[src/pkg/power_mode_consts.vh]
// Constants for the power-saving mode controller.
// Operation
// Slow-down runs all logic at one eighth of the normal rate.
// Idle gates the CPU clock; peripherals keep running.
// Power-down halts everything and stops the oscillator; RAM kept.
// Modes entered only by software writes to register at 87h.
// Block pin high makes entry sequences have no effect.
// Block pin low lets software activate any mode.
// Unconnected block pin reads high, blocking modes by default.
// Block pin may change anytime; watchdog logic is unaffected.
// Power-down needs arm-only write then trigger write on next instruction.
// Power-down arm and trigger bits clear themselves after being set.
// Trigger write is last instruction; only hardware reset leaves power-down.
// Idle needs idle arm then idle trigger on consecutive instructions.
// Any enabled interrupt ends idle; execution resumes after trigger.
// Hardware reset ends idle; two machine cycles of reset suffice.
// Strobes held high in idle, driven low in power-down.
// External code: port 0 floats; port 2 address in idle, data otherwise.
// Idle keeps port levels from entry; active alternate functions keep driving.
// Unarmed trigger ignored; arm lapses after one intervening instruction.
`ifndef POWER_MODE_CONSTS_VH
`define POWER_MODE_CONSTS_VH
`define PCR_ADDR        8'h87
`define PCR_RESET       8'h00
`define PCR_IDLE_TRIG   0
`define PCR_IDLE_ARM    5
`define PCR_PD_TRIG     1
`define PCR_PD_ARM      6
`define PCR_SLOW        4
`define PCR_SMOD        7
`define SLOW_DIV        3'h7
`endif

[src/hw/slow_clock_div.v]
// Divide-by-eight enable generator for slow-down mode.
`default_nettype none
`include "power_mode_consts.vh"
module slow_clock_div (
  input  wire       CLK_I,
  input  wire       RST_I,
  input  wire       slow_i,
  output wire       tick_o
);
  reg [2:0] cnt_r;
  always @(posedge CLK_I or posedge RST_I) begin
    if (RST_I) begin
      cnt_r <= 3'h0;
    end else if (!slow_i) begin
      cnt_r <= 3'h0;
    end else begin
      cnt_r <= cnt_r + 3'h1;
    end
  end
  // One tick in eight keeps the whole chip at an eighth of normal rate. R1
  assign tick_o = !slow_i || (cnt_r == `SLOW_DIV);
endmodule
`default_nettype wire

[src/hw/power_mode_ctrl.v]
// Power-saving mode controller with control register and pin conditioning.
`default_nettype none
`include "power_mode_consts.vh"
module power_mode_ctrl (
  input  wire       CLK_I,
  input  wire       RST_I,
  input  wire       SFR_WR_I,
  input  wire [7:0] SFR_ADDR_I,
  input  wire [7:0] SFR_WDATA_I,
  input  wire       INSTR_DONE_I,
  input  wire       IRQ_ENABLED_I,
  input  wire       EXT_CODE_I,
  input  wire       BLOCK_PIN_I,
  input  wire       BLOCK_PIN_OE_N_I,
  input  wire       ALE_I,
  input  wire       PSS_I,
  input  wire [7:0] P0_O_I,
  input  wire       P0_OE_I,
  input  wire [7:0] P2_O_I,
  input  wire [7:0] P2_LATCH_I,
  input  wire [7:0] ALT_EN_I,
  input  wire [7:0] ALT_O_I,
  input  wire [7:0] P1_LATCH_I,
  output wire [7:0] PCR_RDATA_O,
  output wire       CPU_CLK_EN_O,
  output wire       PERIPH_CLK_EN_O,
  output wire       OSC_EN_O,
  output wire       IDLE_O,
  output wire       PDOWN_O,
  output wire       ALE_O,
  output wire       PSS_O,
  output wire [7:0] P0_O,
  output wire       P0_OE_O,
  output wire [7:0] P2_O,
  output wire [7:0] P1_O
);
  reg  [2:0] state_r;
  reg  [2:0] state_nxt;
  reg  [7:0] pcr_r;
  reg        pd_armed_r;
  reg        idle_armed_r;
  reg        ext_r;
  reg  [7:0] p1_hold_r;
  reg  [7:0] p0_hold_r;
  reg  [7:0] p2_hold_r;
  reg        p0_oe_hold_r;
  wire       tick;
  wire       allowed;
  wire       pcr_wr;
  wire       pd_go;
  wire       idle_go;

  localparam [2:0] ST_RUN   = 3'h1;
  localparam [2:0] ST_IDLE  = 3'h2;
  localparam [2:0] ST_PDOWN = 3'h4;

  ////////////////////////////////////////////////////////////////////////////////
  // A floating pin reads high, so modes stay blocked by default. R7
  assign allowed = !(BLOCK_PIN_I || BLOCK_PIN_OE_N_I);
  assign pcr_wr  = SFR_WR_I && (SFR_ADDR_I == `PCR_ADDR) && (state_r == ST_RUN);
  // Trigger counts only if the previous instruction armed it. R9 R12 R18
  assign pd_go   = pcr_wr && allowed && pd_armed_r && SFR_WDATA_I[`PCR_PD_TRIG];
  assign idle_go = pcr_wr && allowed && idle_armed_r && SFR_WDATA_I[`PCR_IDLE_TRIG];

  slow_clock_div u_div (
    .CLK_I  (CLK_I),
    .RST_I  (RST_I),
    .slow_i (pcr_r[`PCR_SLOW] && allowed),
    .tick_o (tick)
  );

  ////////////////////////////////////////////////////////////////////////////////
  always @* begin
    state_nxt = state_r;
    case (state_r)
      ST_RUN: begin
        if (pd_go) begin
          state_nxt = ST_PDOWN;
        end else if (idle_go) begin
          state_nxt = ST_IDLE;
        end
      end
      ST_IDLE: begin
        if (IRQ_ENABLED_I) begin
          state_nxt = ST_RUN;
        end
      end
      // Only the asynchronous reset leaves power-down. R11
      ST_PDOWN: state_nxt = ST_PDOWN;
      default:  state_nxt = ST_RUN;
    endcase
  end

  // Reset acts at once, so two machine cycles of reset end idle fully. R14
  always @(posedge CLK_I or posedge RST_I) begin
    if (RST_I) begin
      state_r      <= ST_RUN;
      pcr_r        <= `PCR_RESET;
      pd_armed_r   <= 1'b0;
      idle_armed_r <= 1'b0;
      ext_r        <= 1'b0;
      p1_hold_r    <= 8'h00;
      p0_hold_r    <= 8'h00;
      p2_hold_r    <= 8'h00;
      p0_oe_hold_r <= 1'b0;
    end else begin
      state_r <= state_nxt;
      if (pcr_wr) begin
        // Arm and trigger bits are never stored; they read back as zero. R10
        pcr_r <= SFR_WDATA_I & 8'h90;
        pd_armed_r   <= allowed && SFR_WDATA_I[`PCR_PD_ARM]
                        && !SFR_WDATA_I[`PCR_PD_TRIG];
        idle_armed_r <= allowed && SFR_WDATA_I[`PCR_IDLE_ARM]
                        && !SFR_WDATA_I[`PCR_IDLE_TRIG];
      end else if (INSTR_DONE_I) begin
        pd_armed_r   <= 1'b0;
        idle_armed_r <= 1'b0;
      end
      if (state_r == ST_RUN) begin
        ext_r        <= EXT_CODE_I;
        p1_hold_r    <= P1_LATCH_I;
        p0_hold_r    <= P0_O_I;
        p2_hold_r    <= P2_O_I;
        p0_oe_hold_r <= P0_OE_I;
      end
    end
  end

  ////////////////////////////////////////////////////////////////////////////////
  assign PCR_RDATA_O     = pcr_r;
  assign IDLE_O          = (state_r == ST_IDLE);
  assign PDOWN_O         = (state_r == ST_PDOWN);
  assign CPU_CLK_EN_O    = (state_r == ST_RUN) && tick;
  assign PERIPH_CLK_EN_O = !PDOWN_O && tick;
  assign OSC_EN_O        = !PDOWN_O;
  assign ALE_O = IDLE_O ? 1'b1 : (PDOWN_O ? 1'b0 : ALE_I);
  assign PSS_O = IDLE_O ? 1'b1 : (PDOWN_O ? 1'b0 : PSS_I);
  // External code floats port 0; port 2 keeps address in idle only. R16
  assign P0_OE_O = (state_r == ST_RUN) ? P0_OE_I : (!ext_r && p0_oe_hold_r);
  assign P0_O    = (state_r == ST_RUN) ? P0_O_I : p0_hold_r;
  assign P2_O    = (state_r == ST_RUN) ? P2_O_I :
                   ((IDLE_O && ext_r) ? p2_hold_r : P2_LATCH_I);

  genvar i;
  generate
    for (i = 0; i < 8; i = i + 1) begin : g_p1
      // Alternate functions keep driving in idle; plain pins hold entry level. R17
      assign P1_O[i] = (state_r == ST_RUN) ? P1_LATCH_I[i] :
                       ((IDLE_O && ALT_EN_I[i]) ? ALT_O_I[i] : p1_hold_r[i]);
    end
  endgenerate
endmodule
`default_nettype wire

[config.mk]
export PLATFORM = sky130hd
export DESIGN_NAME = power_mode_ctrl
export DESIGN_NICKNAME = d
export VERILOG_FILES = /design/src/hw/slow_clock_div.v /design/src/hw/power_mode_ctrl.v
export VERILOG_INCLUDE_DIRS = /design/src /design/src/pkg
export SDC_FILE = /design/constraint.sdc
export NUM_CORES = 1
export LEC_CHECK = 0
export ABC_AREA = 1
export BUFFER_PORTS_ARGS = -buffer_cell sky130_fd_sc_hd__buf_2
export CAP_MARGIN = 40
export CORE_ASPECT_RATIO = 1.5
export CORE_UTILIZATION = 44
export DETAILED_ROUTE_END_ITERATION = 7
export MAX_ROUTING_LAYER = met4
export PLACE_DENSITY = 0.9
export SETUP_SLACK_MARGIN = 0.1
export SLEW_MARGIN = 20
export SYNTH_ARGS = -nofsm -noshare
export SYNTH_HDL_FRONTEND = slang
export SYNTH_SLANG_ARGS = --single-unit
[constraint.sdc]
create_clock -name CLK_I -period 1.7 [get_ports CLK_I]
set_input_delay 0.34 -clock CLK_I [delete_from_list [all_inputs] [get_ports CLK_I]]
set_output_delay 0.34 -clock CLK_I [all_outputs]
set_load 0.05 [all_outputs]
# == Yosys cells after proc, flatten, opt, wreduce, memory -nomap -nowiden ==
# Cells that the tools add are included.
# W data, S select, Z words.
# word_totals
regBits,36
inputBits,75
output_inout_bits,40
elab_cells,84
# classes
addsub,1
n_eq_ne,7
n_mux,32
reduce_logical,34
# op_table
op,n
$logic_and A1 B1 Y1,24
$mux W1,24
$mux W8,3
$mux W3,4
$pmux W3 S3,1
$eq A8 B8 Y1 const B,1
$eq A3 B3 Y1 const B,2
$logic_not A1 Y1,6
$add A3 B1 Y3 const B,1
$eq A3 B1 Y1 const B,1
$eq A3 B2 Y1 const B,1
$ne A3 B3 Y1 const B,1
$logic_or A1 B1 Y1,2
$ne A2 B2 Y1 const B,1
$reduce_and A2 Y1,1
$reduce_bool A2 Y1,1

# == Logic depth before layout (Yosys ltp) ==
# depth
word_depth,9
mapped_depth,9
depth_no_buf,9

# == Cells and area by module ==
# From an unflattened synthesis, not the netlist that was laid out.
# unflattened
hier_cells,269
hier_area_um2,1963.1
# by_module_without_submodules
mod,n_inst,cells_per_inst,area_each_um2,seq_area_each_um2
power_mode_ctrl,1,255,1826.8,827.0
slow_clock_div,1,14,136.4,75.1

# == Worst setup path before layout ==
# No wires, ideal clock.
# synth_path
kind,register to output
from,register state_r[0]
to,output ALE_O
arrival_time_ns,2.639
required_time_ns,1.360
setup_slack_ns,-1.279
stages_incl_launch_ff,5
path_buffers,0
path_cell_list,dfstp_2 -> nor3_1 -> inv_1 -> nand2_1 -> nand2_1
# synth_between
elab_chain_len,3
word_cells_on_any_way,4
classes_between,2 x eq/ne; 2 x mux
# synth_lines
item,line,text
"start, declared",power_mode_ctrl.v:37,reg [2:0] state_r;
"start signal, assigned",power_mode_ctrl.v:107,state_r <= state_nxt;
$eq A3 B3 Y1,power_mode_ctrl.v:132,assign PDOWN_O = (state_r == ST_PDOWN);
net PDOWN_O,power_mode_ctrl.v:29,"output wire PDOWN_O,"
$mux W1 (2 in a row),power_mode_ctrl.v:136,assign ALE_O = IDLE_O ? 1'b1 : (PDOWN_O ? 1'b0 : ALE_I);
"end, declared",power_mode_ctrl.v:30,"output wire ALE_O,"
# The timed path passes the listed nets, and every way through them passes these cells.

# == Worst setup path in the final report ==
# layout_path
from,register state_r[1]
to,output P2_O[5]
# layout_between
elab_chain_len,4
word_cells_on_any_way,5
classes_between,2 x eq/ne; 2 x mux; 1 x reduce/logical
# layout_lines
item,line,text
$eq A3 B2 Y1,power_mode_ctrl.v:131,assign IDLE_O = (state_r == ST_IDLE);
$logic_and A1 B1 Y1,power_mode_ctrl.v:142,((IDLE_O && ext_r) ? p2_hold_r : P2_LATCH_I);
$mux W8,power_mode_ctrl.v:142,
$mux W8 (*),power_mode_ctrl.v:141,assign P2_O = (state_r == ST_RUN) ? P2_O_I :
"end, declared",power_mode_ctrl.v:34,"output wire [7:0] P2_O,"
# Mark *: on every way between the ends. The rest lies on a longest branch, timed or not.

==> out/results.txt <==
Main synth FF type: dfrtp_1
Cell chain of the critical path: inv_2, nor3_4, nand2_2, buf_12, nand2_4, o21ai_2, o21ai_4, buf_8
Die Area: 4744 um^2
Overall die width: 56.58 um
Total Routing Usage GR: 28.56%
Pwr Density: 827.1 nW/um^2
Core box area: 4245 um^2
EDFF count, synth: 0
Layout fillers: 197
Max-cap violations: 0
FF-to-FF End: state_r[0]
CTS max path bufs: 2
Pleak: 1.989 nW
Unique masters post-synth: 26
Worst VDD drop: 0.8068 mV
RSZ-0062 raised after global routing: true
Arrival @ worst endpoint: 1.69 ns
CP peak stage delay: 0.40 ns
HP Class: input port to asynchronous set/reset pin
R2R depth: 11
Critical path endpoint category: primary output
Largest net degree at the start of global routing: 37
Antenna Cells: 0
Grt ovf: 0
Cts hold-fix bufs: 0
Final number of setup-violating endpoints: 34
Initial Util: 46.30%
FF-to-FF setup slack: -0.14 ns
Most frequent cells in the layout: nand2_1 (75), buf_2 (74), dfrtp_1 (35), inv_1 (32), buf_4 (26)
Failing checks: setup timing
Clock skew: 0.009021 ns
CTS tree: done
Most common cell after layout, fill and taps aside: nand2_1
Routed length per instance: 16.50 um
Minimum clock period: 2.030 ns
Overall power: 3.145 mW
Syn Area/Cell: 7.253 um^2
WP data required: 1.36 ns
I/O pin cnt: 115
Final nets: 490
Initial antenna violation count: 0
TritonCTS Buffers: 5
Die height: 83.86 um
CTS root buffer: clkbuf_8
Post-route DRC: 0
Clock sinks: 36
Synth Warn #: 0
Final Hold Vio Count: 0
Antenna violation net count after detailed routing: 0
Placer Congestion: 0.8235
Critical Path Slowest Stage Cell: dfrtp_1
Vias/cell: 5.165
F_max: 492.5 MHz
Vias in the first global route: 2382
RR Startpoint: state_r[1]
Post-synthesis instance area: 1966 um^2
TritonRoute pass-1 iters: 4
Layout cells sized above 1: 57.25%
Final worst slack: -0.3304 ns
Clock latency on the worst-skew pair: 0.30 ns
Final critical-path share of the clock period: 119.4%
Crit path launch type: flip-flop
Register area share after synthesis: 45.89%
HPWL Detailed: 3923 um
Clock slew at reported path FFs: 0.08 ns
Max Slew Vio Count: 0
CP max FO: 8
Starting DRC count in detailed routing: 107
First-pass GRT wire length: 10270 um
Row count: 29
Critical path class: flip-flop to primary output
Ys async rst share: 100.0%
Syn Inst Count: 271
#FFs+latches synth: 36
Vias: 2376
Area delta synth->final: 93.44%
H-Tree Depth: 2
Status: finished with violations
Utilization after layout: 89.57%
WL final: 7592 um
Port Buffer Count: 106
## kinds of logic after synthesis
group,after synthesis,share of synthesized area (%)
AO/OA/AOI/OAI,46,11.78
adder cells (fa/ha/maj),2,1.273
buffers and inverters,52,12.03
flip-flops,36,45.89
other,1,0.1908
AND/OR/NAND/NOR,134,28.83
## power by group
group          total, mW  switching (mW)  internal (mW)
Sequential          1.00          0.0573          0.943
Combinational       1.38           0.809          0.566
Clock              0.769           0.335          0.434
Total               3.15            1.20           1.94
## through the flow
stage | instance area [um^2] | TNS [ns] | hold slack (ns) | cells | setup slack [ns]
after detailed placement | 2945 | -1.200 | 0.4526 | 431 | -0.08094
after global routing | 3802 | -9.845 | 0.1871 | 460 | -0.3925
after global placement | 2945 | -0.9090 | 0.4220 | 431 | -0.07241
final | 3802 | -8.316 | 0.1515 | 460 | -0.3304
after CTS | 3546 | -6.655 | 0.1664 | 448 | -0.2877
after floorplan | 2302 | -1.889 | 0.4099 | 276 | -0.3691
## final cells by class
cell class                 count  area [um^2]  share of cell area (%)
multi-input combinational    188         1363                   35.83
clock inverter                 3        42.54                   1.119
inverter                      37        146.4                   3.850
sequential                    36        902.1                   23.72
clock buffer                   5        68.82                   1.810
timing repair buffer         145         1222                   32.15
tap                           46        57.56                   1.514
## cells in the mapped netlist, types with 3 or more instances
| cell type | number | share of area, % |
|---|---|---|
| nand2_1 | 108 | 21 |
| inv_2 | 3 | 0.57 |
| inv_1 | 34 | 6.5 |
| buf_2 | 5 | 1.3 |
| nor2_1 | 9 | 1.7 |
| nand3b_1 | 3 | 1.1 |
| dfrtp_1 | 35 | 45 |
| o21ai_1 | 28 | 7.1 |
| nand3_1 | 3 | 0.76 |
| o21ai_0 | 17 | 4.3 |
| buf_4 | 7 | 2.7 |
## worst max-delay path, delay by kind of cell (launching register included)
kind / cells / cell delay (ns)
and+or+nand+nor: 3 / 0.33
DFF: 1 / 0.40
buffers and inverters: 3 / 0.41
AOI/OAI and AO/OA: 2 / 0.25
## worst max path at each step
stage | start | end | cells after the start
after floorplan | state_r[1] | ALE_O | 4
after global placement | state_r[2] | P1_O[0] | 7
after detailed placement | state_r[2] | P1_O[5] | 7
after CTS | state_r[1] | P2_O[3] | 8
after global routing | state_r[2] | P2_O[5] | 7
final | state_r[1] | P2_O[5] | 8
## per-layer routing
metal | wire length (um) | vias up | share of wire [%] | track usage, %
met2 | 4503 | 107 | 59 | 55.94
met1 | 2394 | 1127 | 32 | 26.73
met3 | 323 | 37 | 4.3 | 4.496
met4 | 371 | 0 | 4.9 | 10.20
li1 | - | 1105 | - | -
met5 | 0 | - | 0 | -
## sequential cells by signal, summed over array words and instances, names as in the netlist
| register | count |
|---|---|
| p1_hold_r | 8 |
| idle_armed_r | 1 |
| u_div.cnt_r | 3 |
| p0_hold_r | 8 |
| p2_hold_r | 8 |
| state_r | 3 |
| PCR_RDATA_O | 2 |
| ext_r | 1 |
| p0_oe_hold_r | 1 |
| pd_armed_r | 1 |
## repair_timing
action	CTS	global route
endpoints found under the setup margin	32	33
resized for setup	116	33
cloned	1	2
pin swaps	1	7
buffers inserted	8	11
No activity file was read; power rests on OpenSTA's default activity.
